File: src/include/eeprom_host_consts.svh
// Timing counts and widths for the parallel EEPROM host controller.
`ifndef EEPROM_HOST_CONSTS_SVH
`define EEPROM_HOST_CONSTS_SVH
`define CLK_PERIOD_NS      8
`define ADDR_W             9
`define DATA_W             8
`define READ_ACCESS_NS     300
`define READ_ACCESS_CYC    ((`READ_ACCESS_NS + `CLK_PERIOD_NS - 1) / `CLK_PERIOD_NS)
`define SETUP_NS           50
`define SETUP_CYC          ((`SETUP_NS + `CLK_PERIOD_NS - 1) / `CLK_PERIOD_NS)
`define WRITE_PULSE_NS     150
`define WRITE_PULSE_CYC    ((`WRITE_PULSE_NS + `CLK_PERIOD_NS - 1) / `CLK_PERIOD_NS)
`define HOLD_NS            70
`define HOLD_CYC           ((`HOLD_NS + `CLK_PERIOD_NS - 1) / `CLK_PERIOD_NS)
`define BUSY_ASSERT_NS     100
`define BUSY_ASSERT_CYC    ((`BUSY_ASSERT_NS + `CLK_PERIOD_NS - 1) / `CLK_PERIOD_NS)
`define LOCKOUT_MS         10
`define LOCKOUT_CYC        (`LOCKOUT_MS * 1000000 / `CLK_PERIOD_NS)
`define PROG_MAX_MS        40
`define PROG_MAX_CYC       (`PROG_MAX_MS * 1000000 / `CLK_PERIOD_NS)
`define CNT_W              24
`endif

File: src/include/eeprom_host_pkg.sv
// Types for the parallel EEPROM host controller.
package eeprom_host_pkg;
	typedef enum logic [6:0] {
		ST_IDLE  = 7'h01,
		ST_RSET  = 7'h02,
		ST_RDONE = 7'h04,
		ST_WSET  = 7'h08,
		ST_WLOW  = 7'h10,
		ST_WHOLD = 7'h20,
		ST_BUSY  = 7'h40
	} state_e;

	typedef struct packed {
		logic       write;
		logic       sel_ctrl;
		logic [8:0] word_address;
		logic [7:0] data;
	} req_s;

	typedef struct packed {
		logic       chip_select_n;
		logic       output_gate_n;
		logic       write_strobe_n;
		logic [8:0] word_address;
	} pins_s;
endpackage

File: src/design/eeprom_host.sv
// Host controller that reads and programs a 512 x 8 parallel EEPROM over its pins.
// What this block does
// - Host keeps the read address valid and stable for the whole read.
// - Host holds gate high outside reads, since it drives the same bus for writes.
// - Strobe-controlled write: host holds select low with stable address and data, pulses strobe low.
// - Select-controlled write: strobe lowered first, select edges capture address, data.
// - Host waits for ready high, or for PROG_MAX_CYC cycles at most, before accessing again.
`timescale 1ns/1ns
`include "eeprom_host_consts.svh"
module eeprom_host #(
	parameter int LOCKOUT_CYC  = `LOCKOUT_CYC,
	parameter int PROG_MAX_CYC = `PROG_MAX_CYC
) (
	input  wire logic                  core_clk,
	input  wire logic                  rst,
	input  wire logic                  req_valid,
	input  eeprom_host_pkg::req_s      req,
	output logic                       req_ready,
	output logic                       rsp_valid,
	output logic [`DATA_W-1:0]         rsp_data,
	output logic                       rsp_timeout,
	output eeprom_host_pkg::pins_s     pins,
	output logic [`DATA_W-1:0]         byte_bus_o,
	output logic                       byte_bus_oe,
	input  wire logic [`DATA_W-1:0]    byte_bus_i,
	input  wire logic                  ready_busy
);
	eeprom_host_pkg::state_e state_q, state_d;
	eeprom_host_pkg::req_s   cur_q;
	logic [`CNT_W-1:0]       cnt_q;
	logic [`CNT_W-1:0]       lock_q;
	logic                    lock_done;
	logic                    accept;
	logic                    cnt_zero;

	// Lockout is counted from the host's own reset, as a stand-in for power good.
	assign lock_done = (lock_q == `CNT_W'(LOCKOUT_CYC));
	assign cnt_zero  = (cnt_q == '0);
	// Writes are held back until the lockout ends; reads are never held back.
	assign accept    = req_valid && req_ready && (!req.write || lock_done);

	always_ff @(posedge core_clk or posedge rst) begin
		if (rst) begin
			lock_q <= '0;
		end else if (!lock_done) begin
			lock_q <= lock_q + `CNT_W'(1);
		end
	end

	always_comb begin
		state_d = state_q;
		case (state_q)
			eeprom_host_pkg::ST_IDLE: begin
				if (accept && req.write) begin
					state_d = eeprom_host_pkg::ST_WSET;
				end else if (accept) begin
					state_d = eeprom_host_pkg::ST_RSET;
				end
			end
			eeprom_host_pkg::ST_RSET: begin
				if (cnt_zero) begin
					state_d = eeprom_host_pkg::ST_RDONE;
				end
			end
			eeprom_host_pkg::ST_RDONE: begin
				state_d = eeprom_host_pkg::ST_IDLE;
			end
			eeprom_host_pkg::ST_WSET: begin
				if (cnt_zero) begin
					state_d = eeprom_host_pkg::ST_WLOW;
				end
			end
			eeprom_host_pkg::ST_WLOW: begin
				if (cnt_zero) begin
					state_d = eeprom_host_pkg::ST_WHOLD;
				end
			end
			eeprom_host_pkg::ST_WHOLD: begin
				if (cnt_zero) begin
					state_d = eeprom_host_pkg::ST_BUSY;
				end
			end
			eeprom_host_pkg::ST_BUSY: begin
				if ((cnt_q < `CNT_W'(PROG_MAX_CYC - `BUSY_ASSERT_CYC) && ready_busy)
						|| cnt_zero) begin
					state_d = eeprom_host_pkg::ST_IDLE;
				end
			end
			default: begin
				state_d = eeprom_host_pkg::ST_IDLE;
			end
		endcase
	end

	always_ff @(posedge core_clk or posedge rst) begin
		if (rst) begin
			state_q <= eeprom_host_pkg::ST_IDLE;
			cur_q   <= '0;
			cnt_q   <= '0;
		end else begin
			state_q <= state_d;
			if (accept) begin
				cur_q <= req;
				cnt_q <= req.write ? `CNT_W'(`SETUP_CYC - 1) : `CNT_W'(`READ_ACCESS_CYC - 1);
			end else if (state_q != state_d) begin
				case (state_d)
					eeprom_host_pkg::ST_WLOW:  cnt_q <= `CNT_W'(`WRITE_PULSE_CYC - 1);
					eeprom_host_pkg::ST_WHOLD: cnt_q <= `CNT_W'(`HOLD_CYC - 1);
					eeprom_host_pkg::ST_BUSY:  cnt_q <= `CNT_W'(PROG_MAX_CYC - 1);
					default:                   cnt_q <= '0;
				endcase
			end else if (!cnt_zero) begin
				cnt_q <= cnt_q - `CNT_W'(1);
			end
		end
	end

	// Pin drive. Gate stays high through every write phase so the device accepts it.
	always_ff @(posedge core_clk or posedge rst) begin
		if (rst) begin
			pins        <= '{chip_select_n: 1'b1, output_gate_n: 1'b1,
				write_strobe_n: 1'b1, word_address: '0};
			byte_bus_o  <= '0;
			byte_bus_oe <= 1'b0;
			req_ready   <= 1'b0;
			rsp_valid   <= 1'b0;
			rsp_data    <= '0;
			rsp_timeout <= 1'b0;
		end else begin
			req_ready   <= (state_d == eeprom_host_pkg::ST_IDLE) && !accept;
			rsp_valid   <= 1'b0;
			rsp_timeout <= 1'b0;
			case (state_d)
				eeprom_host_pkg::ST_RSET: begin
					pins        <= '{chip_select_n: 1'b0, output_gate_n: 1'b0,
						write_strobe_n: 1'b1, word_address: accept ? req.word_address
						: cur_q.word_address};
					byte_bus_oe <= 1'b0;
				end
				eeprom_host_pkg::ST_RDONE: begin
					rsp_valid <= 1'b1;
					rsp_data  <= byte_bus_i;
				end
				eeprom_host_pkg::ST_WSET: begin
					pins.word_address   <= accept ? req.word_address : cur_q.word_address;
					byte_bus_o          <= accept ? req.data : cur_q.data;
					byte_bus_oe         <= 1'b1;
					pins.output_gate_n  <= 1'b1;
					pins.chip_select_n  <= accept ? req.sel_ctrl : cur_q.sel_ctrl;
					pins.write_strobe_n <= accept ? !req.sel_ctrl : !cur_q.sel_ctrl;
				end
				eeprom_host_pkg::ST_WLOW: begin
					pins.chip_select_n  <= 1'b0;
					pins.write_strobe_n <= 1'b0;
				end
				eeprom_host_pkg::ST_WHOLD: begin
					// Select-controlled mode ends on select; strobe-controlled on strobe.
					pins.chip_select_n  <= cur_q.sel_ctrl;
					pins.write_strobe_n <= !cur_q.sel_ctrl;
				end
				eeprom_host_pkg::ST_BUSY: begin
					pins.chip_select_n  <= 1'b1;
					pins.write_strobe_n <= 1'b1;
					byte_bus_oe         <= 1'b0;
				end
				default: begin
					if (state_q == eeprom_host_pkg::ST_BUSY) begin
						rsp_valid   <= 1'b1;
						rsp_timeout <= cnt_zero;
					end
					pins.chip_select_n  <= 1'b1;
					// Gate is not tied low, because the host drives the same bus for writes.
					pins.output_gate_n  <= 1'b1;
					pins.write_strobe_n <= 1'b1;
					byte_bus_oe         <= 1'b0;
				end
			endcase
		end
	end

	property p_gate_high_when_driving;
		@(posedge core_clk) disable iff (rst)
		byte_bus_oe |-> pins.output_gate_n;
	endproperty
	a_gate_high_when_driving: assert property (p_gate_high_when_driving)
		else $error("Data driven while output gate low.");

	property p_no_write_in_lockout;
		@(posedge core_clk) disable iff (rst)
		!lock_done |-> pins.write_strobe_n && !byte_bus_oe;
	endproperty
	a_no_write_in_lockout: assert property (p_no_write_in_lockout)
		else $error("Write strobe during lockout.");

	property p_read_pins;
		@(posedge core_clk) disable iff (rst)
		state_q == eeprom_host_pkg::ST_RSET |-> !pins.chip_select_n && !pins.output_gate_n
			&& pins.write_strobe_n && !byte_bus_oe;
	endproperty
	a_read_pins: assert property (p_read_pins)
		else $error("Read pin levels wrong.");

	property p_read_addr_stable;
		@(posedge core_clk) disable iff (rst)
		state_q == eeprom_host_pkg::ST_RSET && $past(state_q) == eeprom_host_pkg::ST_RSET
			|-> $stable(pins.word_address);
	endproperty
	a_read_addr_stable: assert property (p_read_addr_stable)
		else $error("Address moved during read.");

	property p_strobe_width;
		@(posedge core_clk) disable iff (rst)
		$fell(state_q == eeprom_host_pkg::ST_WSET) |-> (!pins.write_strobe_n
			&& !pins.chip_select_n)[*8];
	endproperty
	a_strobe_width: assert property (p_strobe_width)
		else $error("Write pulse too short.");

	property p_busy_idle_pins;
		@(posedge core_clk) disable iff (rst)
		state_q == eeprom_host_pkg::ST_BUSY |-> pins.chip_select_n && !byte_bus_oe;
	endproperty
	a_busy_idle_pins: assert property (p_busy_idle_pins)
		else $error("Device accessed while busy.");

	property p_sel_mode_order;
		@(posedge core_clk) disable iff (rst)
		state_q == eeprom_host_pkg::ST_WSET && cur_q.sel_ctrl |-> !pins.write_strobe_n
			&& pins.chip_select_n;
	endproperty
	a_sel_mode_order: assert property (p_sel_mode_order)
		else $error("Strobe not lowered before select.");

	property p_read_response;
		@(posedge core_clk) disable iff (rst)
		accept && !req.write |-> ##[38:40] rsp_valid;
	endproperty
	a_read_response: assert property (p_read_response)
		else $error("Read answer late.");
endmodule

File: config.mk
export PLATFORM = sky130hd
export DESIGN_NAME = eeprom_host
export DESIGN_NICKNAME = d
export VERILOG_FILES = /design/src/include/eeprom_host_pkg.sv /design/src/design/eeprom_host.sv
export VERILOG_INCLUDE_DIRS = /design/src /design/src/include
export SDC_FILE = /design/constraint.sdc
export NUM_CORES = 1
export LEC_CHECK = 0
export BUFFER_PORTS_ARGS = -buffer_cell sky130_fd_sc_hd__buf_2
export CAP_MARGIN = 20
export CORE_MARGIN = 2
export CORE_UTILIZATION = 53
export CTS_CLUSTER_SIZE = 20
export DETAILED_ROUTE_END_ITERATION = 7
export PLACE_DENSITY = 0.74
export REMOVE_ABC_BUFFERS = 1
export SYNTH_ARGS = -nofsm -noshare
export SYNTH_HDL_FRONTEND = slang
export SYNTH_SLANG_ARGS = --single-unit
File: constraint.sdc
create_clock -name core_clk -period 8.25 [get_ports core_clk]
set_input_delay 1.65 -clock core_clk [delete_from_list [all_inputs] [get_ports core_clk]]
set_output_delay 1.65 -clock core_clk [all_outputs]
set_load 0.03 [all_outputs]
==> flow_metrics.py, run 1 <==
metrics = {
    "cells_and_area": {
        "final_design_area_no_fill_um2": 5770,
        "diodes": 0,
        "final_cells": 681,
        "drive_gt1_share_pct": 25.9,
        "areaGrowthSynthToFinish_pct": 11.7,
        "final_net_count": 579,
        "fillCellCount": 848,
        "final_common_cell": "dfrtp_1",
        "layout_common_cells": "101 x dfrtp_1, 74 x nand2_1, 62 x buf_2",
    },
    "clock_network": {
        "htree_levels": 3,
        "cts_setup_buffers": 0,
        "clk_pin_slew_ps": 100,
        "cts_tree": "yes",
        "cts_buffers": 9,
        "clockRootBuffer": "clkbuf_8",
        "cts_hold_buf": 0,
        "post_cts_resized": 0,
        "ctsLongestPathBuffers": 2,
        "clkLatencyLatePin_ps": 380,
        "numClockSinks": 105,
    },
    "timing": {
        "clock.fmax_ghz": 0.278,
        "fin_tns_setup_ps": 0,
        "period_minus_slack_ps": 3600,
        "worst_slew_pin_slew_ps": 1060,
        "finalSetupViolCount": 0,
        "rsz0062_at_grt": "false",
        "worst_hold_slack_ps": 475,
        "layout_setup_ws_ps": 4650,
        "hold_viol_final": 0,
        "finalClockSkew_ps": 12.6,
        "finalMaxSlewViolations": 0,
        "slew-limit-headroom_pct": 29.1,
        "finalCritPeriodShare_pct": 43.6,
    },
    "critical_path": {
        "criticalPathCategory": "in -> reg",
        "reg2reg_setup_slack_ps": 4790,
        "startpoint": "req_valid",
        "required_ps": 8510,
        "cp_num_buf_inv": 1,
        "path_common_cell": "nor2_1",
        "crit_family": "simple AND/OR/NAND/NOR gates",
        "arrival_ps": 3860,
        "path_cells": "buf_2 -> nand2_1 -> nor2_1 -> nor2_1 -> a21oi_2 -> a2bb2oi_2 -> nand2b_1 -> mux2_4",
        "crit_fanout": 14,
        "crit_path_end_kind": "register",
        "crit_path_start_kind": "input port",
        "slowest_delay_ps": 610,
        "worstReg2RegStart": "lock_q[0]$_DFFE_PP0N_",
        "critical-path-slowest-cell": "nand2b_1",
    },
    "place": {
        "io_buffers": 62,
        "hpwl_mm": 7.54,
        "place_area_um2": 5570,
        "gp_congestion": 0.868,
        "placedCellCount": 664,
        "place_ws_ps": 4270,
    },
    "yosys": {
        "yosys_warnings": 0,
        "synth_cells": 483,
        "synth_edf_count": 0,
        "synth_sequential_area_ratio_pct": 50.9,
        "synth_cell_types": 74,
        "synth_seq_cells": 105,
        "async_flop_share_pct": 100,
        "synthesis.area_um2": 5170,
        "synth_top_flop_cell": "dfrtp_1",
        "avgSynthCellArea_um2": 10.7,
    },
    "worst_hold_path": {
        "hp-start": "cur_q[6]$_DFFE_PP0N_",
        "hp-class": "reg -> reg",
    },
    "die": {
        "start_util_pct": 53.6,
        "die_width_um": 103,
        "core_area_um2": 9640,
        "fp-row-count": 36,
        "dieHeight_um": 103,
        "dieArea_um2": 10600,
        "io-pin-count": 63,
    },
    "drt": {
        "first_pass_iters": 4,
        "drt_iter0_drc": 236,
        "dr_total_vias": 3792,
        "vias_per_cell": 5.57,
        "drtAntennaViolNets": 0,
        "wl_per_cell_um": 15.6,
        "wirelength_mm": 10.6,
        "drc": 0,
    },
    "power_and_ir_drop": {
        "powerDensity_nw_per_um2": 297,
        "leakagePower_nw": 2.76,
        "peakVddDrop_mv": 0.153,
    },
    "outcome": {
        "status": "complete, no violations",
    },
    "global_route": {
        "grt_pass1_vias": 3651,
        "grtUsageTotal_pct": 21.4,
        "grt_pass1_wl_mm": 17.6,
        "grt_max_degree": 55,
        "grt-ovfl-total": 0,
        "grt_antenna_before_repair": 0,
    },
    "job": {
        "maxCapViolCount": 0,
    },
}
-- stage by stage --
| stage | total power [mW] | utilization [%] |
|---|---|---|
| 4_1_cts | 1.72 | 59.8 |
| 2_1_floorplan | 1.24 | - |
| 3_3_place_gp | 1.39 | 57.8 |
| 3_5_place_dp | 1.41 | 57.8 |
| 5_1_grt | 1.83 | 59.9 |
| 6_report | 1.72 | 59.9 |
-- final cells by class --
class	count	area (um2)	area share, %
clock buffer	11	151	2.62
clock inverter	5	42.5	0.737
inverter	14	55.1	0.953
multi-input combinational	348	2390	41.5
sequential	105	2630	45.6
tap	133	166	2.88
timing repair buffer	65	333	5.76
-- routing by layer --
layer,global-route usage [%],vias up,share of wire [%]
met5,0,-,0
met4,5.77,0,1.1
met3,4.88,12,4.7
met2,34.5,86,49
met1,29.4,1882,46
li1,-,1812,-
-- report_power, final --
group          switching, mW  internal (mW)  leakage [nW]
combinational          0.381          0.272          1.28
clock                  0.184          0.131         0.102
sequential             0.110          0.638          1.38
-- flip-flops by register name, summed over array words and instances (netlist names) --
signal	count
byte_bus_o	8
state_q	7
cur_q	18
pins	12
req_ready	1
rsp_timeout	1
lock_q	24
rsp_data	8
byte_bus_oe	1
cnt_q	24
rsp_valid	1
-- logic make-up after synthesis --
kind of cell	synth area share, %
simple gates	22.8
fa+ha+maj	1.21
xor+xnor	7.80
flops	50.9
compound gates	8.11
buf+inv	2.86
mux	6.32
-- worst min-delay path, cell delays in order, from the launching register on --
cell     delay (ps)
dfrtp_1         340
nand2_1          40
nand2_1          70
-- Yosys cell counts (all sizes together) (3+ instances only) --
| cell type | instances | area (um2) |
|---|---|---|
| dfstp | 4 | 105 |
| ha | 5 | 62.6 |
| nor4b | 5 | 43.8 |
| nand3 | 20 | 105 |
| or4 | 4 | 41.3 |
| xnor2 | 34 | 298 |
| o21ai | 6 | 30.0 |
| or2 | 3 | 18.8 |
| and3 | 6 | 43.8 |
| nor2b | 4 | 25.0 |
| nand4 | 9 | 56.3 |
| inv | 14 | 52.6 |
| o31ai | 5 | 51.3 |
| buf | 10 | 62.6 |
| nor3 | 11 | 55.1 |
| clkbuf | 6 | 32.5 |
| nor4 | 15 | 158 |
| nor2 | 41 | 156 |
| nor3b | 3 | 27.5 |
| a21oi | 13 | 72.6 |
| or3 | 4 | 25.0 |
| dfrtp | 101 | 2530 |
| nand2b | 3 | 18.8 |
| mux2 | 26 | 327 |
| xor2 | 12 | 105 |
| nand2 | 77 | 297 |
| a211o | 4 | 36.3 |
-- worst paths after layout --
check,to,depth (start not counted)
setup reg to reg,pins[9]$_DFFE_PP1N_,9
setup / recovery,pins[3]$_DFFE_PP0P_,8
max in group asynchronous,cnt_q[21]$_DFFE_PP0P_,3
min in group asynchronous,lock_q[11]$_DFFE_PP0N_,2
hold / removal,cur_q[6]$_DFFE_PP0N_,2
hold reg to reg,cur_q[6]$_DFFE_PP0N_,2
No activity file was read; power rests on OpenSTA's default activity.
==> run 2: changes to the inputs <==
--- a/config.mk
+++ b/config.mk
@@ -9,10 +9,10 @@
 export BUFFER_PORTS_ARGS = -buffer_cell sky130_fd_sc_hd__buf_2
 export CAP_MARGIN = 20
 export CORE_MARGIN = 2
-export CORE_UTILIZATION = 53
+export CORE_UTILIZATION = 52
 export CTS_CLUSTER_SIZE = 20
 export DETAILED_ROUTE_END_ITERATION = 7
-export PLACE_DENSITY = 0.74
+export PLACE_DENSITY = 0.75
 export REMOVE_ABC_BUFFERS = 1
 export SYNTH_ARGS = -nofsm -noshare
 export SYNTH_HDL_FRONTEND = slang
==> constraint.sdc (replaced) <==
create_clock -name core_clk -period 3.25 [get_ports core_clk]
set_input_delay 0.65 -clock core_clk [delete_from_list [all_inputs] [get_ports core_clk]]
set_output_delay 0.65 -clock core_clk [all_outputs]
set_load 0.03 [all_outputs]
==> run 2 against run 1 <==
First-iteration DRC count decreased by 8.5%. Power increased to 2.5 times the previous value. Cell area up 0.61%. Die area increased by 1.8%. Sequential power rose to 2.5 times the previous value. Flip-flop and latch count is the same. Clock skew decreased by 6.1 ps. Cell count rose by 0.73%. Via count is 2.0% higher. Hold slack lost 140 ps. Clock power rose by 140%. Setup slack got worse by 4300 ps. Critical path type is now reg -> reg. Highest routed layer unchanged.
==> flow_metrics.py, run 2 (synthesis results as in run 1) <==
metrics = {
    "drt": {
        "drc": 0,
        "drt_iter0_drc": 216,
        "vias_per_cell": 5.64,
        "dr_total_vias": 3866,
        "drtAntennaViolNets": 0,
        "first_pass_iters": 5,
        "wl_per_cell_um": 15.6,
        "wirelength_mm": 10.7,
    },
    "cells_and_area": {
        "fillCellCount": 828,
        "final_cells": 686,
        "final_net_count": 584,
        "layout_common_cells": "101 x dfrtp_1, 74 x nand2_1, 62 x buf_2",
        "reg_top3": "cnt_q (24), lock_q (24), cur_q (18)",
        "final_common_cell": "dfrtp_1",
        "areaGrowthSynthToFinish_pct": 12.4,
        "diodes": 0,
        "drive_gt1_share_pct": 26.4,
    },
    "critical_path": {
        "reg2reg_setup_slack_ps": 380,
        "crit_fanout": 9,
        "worstReg2RegStart": "cnt_q[12]$_DFFE_PP0P_",
        "criticalPathCategory": "reg -> reg",
        "required_ps": 3510,
        "arrival_ps": 3130,
        "crit_path_end_kind": "register",
        "crit_path_start_kind": "register",
        "rr_worst_depth": 7,
        "rr_endpoint": "pins[7]$_DFFE_PP0P_",
    },
    "timing": {
        "hold_viol_final": 0,
        "finalCritPeriodShare_pct": 88.2,
        "fin_tns_setup_ps": 0,
        "clock.fmax_ghz": 0.349,
        "finalSetupViolCount": 0,
        "finalClockSkew_ps": 6.51,
        "rsz0062_at_grt": "false",
        "period_minus_slack_ps": 2870,
        "worst_slew_pin_slew_ps": 766,
        "slew-limit-headroom_pct": 48.9,
        "finalMaxSlewViolations": 0,
    },
    "global_route": {
        "grt_antenna_before_repair": 0,
        "grtUsageTotal_pct": 20.8,
        "grt_pass1_vias": 3779,
        "grt_pass1_wl_mm": 18.3,
        "grt-ovfl-total": 0,
        "grt_max_degree": 59,
    },
    "die": {
        "core_area_um2": 9730,
        "die_width_um": 104,
        "dieArea_um2": 10800,
        "io-pin-count": 63,
        "start_util_pct": 53.1,
        "dieHeight_um": 104,
        "fp-row-count": 36,
    },
    "power_and_ir_drop": {
        "pwr-share-comb_pct": 39.1,
        "seqPwrFrac_pct": 43.5,
        "p_clk_share_pct": 17.4,
        "powerDensity_nw_per_um2": 753,
        "swShare_pct": 39.6,
        "leakagePower_nw": 2.77,
        "internal_power_mw": 2.64,
        "netSwitchingPower_mw": 1.73,
        "peakVddDrop_mv": 0.303,
    },
    "clock_network": {
        "htree_levels": 3,
        "cts_setup_buffers": 0,
        "numClockSinks": 105,
        "ctsLongestPathBuffers": 2,
        "clk_pin_slew_ps": 100,
        "clockRootBuffer": "clkbuf_8",
        "cts_tree": "yes",
        "cts_hold_buf": 0,
        "post_cts_resized": 0,
        "clkLatencyLatePin_ps": 380,
        "cts_buffers": 9,
    },
    "job": {
        "maxCapViolCount": 0,
    },
    "place": {
        "hpwl_mm": 7.61,
        "gp_congestion": 0.877,
        "io_buffers": 62,
        "placedCellCount": 670,
    },
    "outcome": {
        "status": "complete, no violations",
    },
    "worst_hold_path": {
        "hp-class": "in -> async",
    },
}
==> run 2: metrics by stage <==
step | instance area, um2 | setup WS [ps] | hold slack, ps | power, mW | utilization (%)
2_1_floorplan | 5070 | -154 | 436 | 3.16 | -
3_3_place_gp | 5630 | 506 | 447 | 3.56 | 57.9
3_5_place_dp | 5630 | 435 | 455 | 3.61 | 57.9
4_1_cts | 5810 | 398 | 352 | 4.38 | 59.7
5_1_grt | 5810 | 244 | 378 | 4.64 | 59.7
6_report | 5810 | 382 | 334 | 4.37 | 59.7
==> run 2: critical path, stage by stage, from the launching register on <==
cell and delay (ps):
dfrtp_1 460, nor4_2 480, nand2_1 170, or4_4 510, a22o_2 300, nand2_2 90
nand2b_1 330, mux2_4 420
==> run 2: power by group through the flow <==
| stage | sequential [mW] | clock [mW] | combinational, mW |
|---|---|---|---|
| floorplan | 2.01 | 0 | 1.14 |
| finish | 1.90 | 0.761 | 1.71 |
| global placement | 1.90 | 0 | 1.66 |
| detailed placement | 1.91 | 0 | 1.70 |
| global route | 1.94 | 0.834 | 1.87 |
| CTS | 1.89 | 0.779 | 1.71 |
==> run 2: area by class of cell <==
| class | instances | area, um2 | area share, % |
|---|---|---|---|
| Clock buffer | 11 | 141 | 2.43 |
| Clock inverter | 5 | 37.5 | 0.646 |
| Inverter | 14 | 55.1 | 0.948 |
| Multi-Input combinational cell | 348 | 2390 | 41.2 |
| Sequential cell | 105 | 2630 | 45.3 |
| Tap cell | 133 | 166 | 2.86 |
| Timing Repair Buffer | 70 | 383 | 6.59 |
==> run 2: worst max-delay path by stage <==
stage                     startpoint                         to  slack, ps  cells after the start
2_1_floorplan                    rst  byte_bus_o[0]$_DFFE_PP0P_       -150                      1
3_3_place_gp   cnt_q[12]$_DFFE_PP0P_        pins[5]$_DFFE_PP0P_        510                      7
3_5_place_dp   cnt_q[12]$_DFFE_PP0P_        pins[8]$_DFFE_PP0P_        440                      7
4_1_cts        cnt_q[12]$_DFFE_PP0P_        pins[7]$_DFFE_PP0P_        400                      7
5_1_grt        cnt_q[10]$_DFFE_PP0P_        pins[7]$_DFFE_PP0P_        240                      7
6_report       cnt_q[12]$_DFFE_PP0P_        pins[7]$_DFFE_PP0P_        380                      7
==> run 2: metal layers <==
| layer | routed length [um] | up-vias | part of all wire [%] | track usage, % |
|---|---|---|---|---|
| met5 | 0 | - | 0 | 0 |
| met4 | 111 | 0 | 1.0 | 5.89 |
| met3 | 504 | 10 | 4.7 | 4.34 |
| met2 | 5090 | 105 | 47 | 32.8 |
| met1 | 5020 | 1929 | 47 | 29.5 |
| li1 | - | 1822 | - | - |
==> run 3: changes to the inputs <==
--- a/config.mk
+++ b/config.mk
@@ -9,10 +9,9 @@
 export BUFFER_PORTS_ARGS = -buffer_cell sky130_fd_sc_hd__buf_2
 export CAP_MARGIN = 20
 export CORE_MARGIN = 2
-export CORE_UTILIZATION = 52
+export CORE_UTILIZATION = 35
 export CTS_CLUSTER_SIZE = 20
 export DETAILED_ROUTE_END_ITERATION = 7
-export PLACE_DENSITY = 0.75
 export REMOVE_ABC_BUFFERS = 1
 export SYNTH_ARGS = -nofsm -noshare
 export SYNTH_HDL_FRONTEND = slang
==> run 3 against run 2 <==
Sequential power about the same. Cell area increased by 2.9%. Hold slack improved by 44 ps.
==> flow_metrics.py, run 3 (synthesis results as in run 1) <==
metrics = {
    "power_and_ir_drop": {
        "p_clk_share_pct": 22.7,
        "swShare_pct": 37.4,
        "seqPwrFrac_pct": 40.8,
        "internal_power_mw": 2.92,
        "powerDensity_nw_per_um2": 779,
        "netSwitchingPower_mw": 1.74,
        "leakagePower_nw": 2.82,
        "peakVddDrop_mv": 0.451,
        "pwr-share-comb_pct": 36.4,
    },
    "critical_path": {
        "crit_path_end_kind": "register",
        "crit_path_start_kind": "register",
        "worstReg2RegStart": "lock_q[0]$_DFFE_PP0N_",
        "required_ps": 3450,
        "startpoint": "lock_q[0]$_DFFE_PP0N_",
        "arrival_ps": 3120,
        "crit_fanout": 22,
        "criticalPathCategory": "reg -> reg",
    },
    "clock_network": {
        "clockRootBuffer": "clkbuf_16",
        "clk_pin_slew_ps": 70,
        "clkLatencyLatePin_ps": 360,
        "post_cts_resized": 0,
        "ctsLongestPathBuffers": 2,
        "htree_levels": 3,
        "cts_hold_buf": 0,
        "numClockSinks": 105,
        "cts_setup_buffers": 0,
        "cts_buffers": 9,
        "cts_tree": "yes",
    },
    "die": {
        "die_width_um": 126,
        "io-pin-count": 63,
        "core_area_um2": 14500,
        "start_util_pct": 35.7,
        "dieArea_um2": 15800,
        "fp-row-count": 44,
        "dieHeight_um": 126,
    },
    "timing": {
        "finalCritPeriodShare_pct": 89.7,
        "slew-limit-headroom_pct": 48.5,
        "worst_slew_pin_slew_ps": 773,
        "finalSetupViolCount": 0,
        "finalClockSkew_ps": 12.5,
        "finalMaxSlewViolations": 0,
        "worst_hold_slack_ps": 378,
        "hold_viol_final": 0,
        "period_minus_slack_ps": 2910,
        "rsz0062_at_grt": "false",
        "clock.fmax_ghz": 0.343,
    },
    "place": {
        "io_buffers": 62,
        "hpwl_mm": 8.08,
        "gp_congestion": 0.835,
        "placedCellCount": 720,
    },
    "drt": {
        "drt_iter0_drc": 267,
        "wl_per_cell_um": 15.4,
        "wirelength_mm": 11.3,
        "first_pass_iters": 4,
        "dr_total_vias": 3775,
        "vias_per_cell": 5.13,
        "drc": 0,
        "drtAntennaViolNets": 0,
    },
    "cells_and_area": {
        "areaGrowthSynthToFinish_pct": 15.7,
        "drive_gt1_share_pct": 26.4,
        "final_net_count": 583,
        "diodes": 0,
        "layout_common_cells": "101 x dfrtp_1, 74 x nand2_1, 62 x buf_2",
        "final_cells": 736,
        "fillCellCount": 1392,
        "multi_input_area_um2": 2390,
        "reg_top3": "cnt_q (24), lock_q (24), cur_q (18)",
        "final_common_cell": "dfrtp_1",
        "regArea_um2": 2630,
    },
    "worst_hold_path": {
        "hp-class": "in -> async",
    },
    "global_route": {
        "grt-ovfl-total": 0,
        "grtUsageTotal_pct": 14.9,
        "grt_pass1_wl_mm": 19.0,
        "grt_pass1_vias": 3784,
        "grt_max_degree": 55,
        "grt_antenna_before_repair": 0,
    },
    "outcome": {
        "status": "complete, no violations",
    },
    "job": {
        "maxCapViolCount": 0,
    },
}
## run 3: cell types whose count changed in the layout (fill, tap and decap cells not counted), sizes merged
cell | before | now
buf | 70 | 69
clkinv | 1 | 2
clkinvlp | 2 | 1
## run 3: worst max-delay path, stage by stage, from the launching register on
cell	delay (ps)
dfrtp_1	450
inv_1	120
ha_1	160
nor3b_1	220
nand4_1	110
or4_1	600
a21o_1	530
o21ai_1	480
a21oi_1	90
## run 3: power groups by stage
stage / Clock, mW / Combinational [mW] / Sequential [mW]
finish: 1.06 / 1.70 / 1.90
global route: 1.16 / 1.88 / 1.94
CTS: 1.09 / 1.71 / 1.90
detailed placement: 0 / 1.71 / 1.92
global placement: 0 / 1.68 / 1.91
floorplan: 0 / 1.14 / 2.01
## run 3: stage by stage
stage                     worst slack [ps]  instance area, um2  util [%]  power (mW)  TNS, ps
final                                  336                5980      41.3        4.66        0
after floorplan                       -154                5070         -        3.16   -15550
after detailed placement               317                5690      39.3        3.63        0
after CTS                              294                5980      41.3        4.70        0
after global placement                 356                5690      39.3        3.59        0
after global routing                  73.8                5980      41.3        4.98        0
## run 3: worst paths after layout
path	to	slack, ps	depth (start not counted)
worst min register to register	cur_q[1]$_DFFE_PP0N_	470	2
min in group core_clk	cur_q[1]$_DFFE_PP0N_	470	2
max in group asynchronous	state_q[0]$_DFF_PP1_	2110	3
worst max register to register	cnt_q[22]$_DFFE_PP0P_	340	8
worst max-delay path	cnt_q[22]$_DFFE_PP0P_	340	8
worst min-delay path	rsp_data[4]$_DFFE_PP0P_	380	2
## run 3: layer usage
metal  vias up  track usage (%)  part of all wire (%)
li1       1821                -                     -
met1      1862             20.0                    47
met2        83             23.7                    48
met3         9             4.02                   3.9
met4         0             4.38                  0.94
met5         -                0                     0
## run 3: layout make-up
class / count / area share [%]
clock buffers: 11 / 4.23
multi-input cells: 348 / 40.0
clock inverters: 5 / 0.628
well taps: 184 / 3.85
inverters: 14 / 0.921
flip-flops and latches: 105 / 44.0
repair buffers: 69 / 6.28
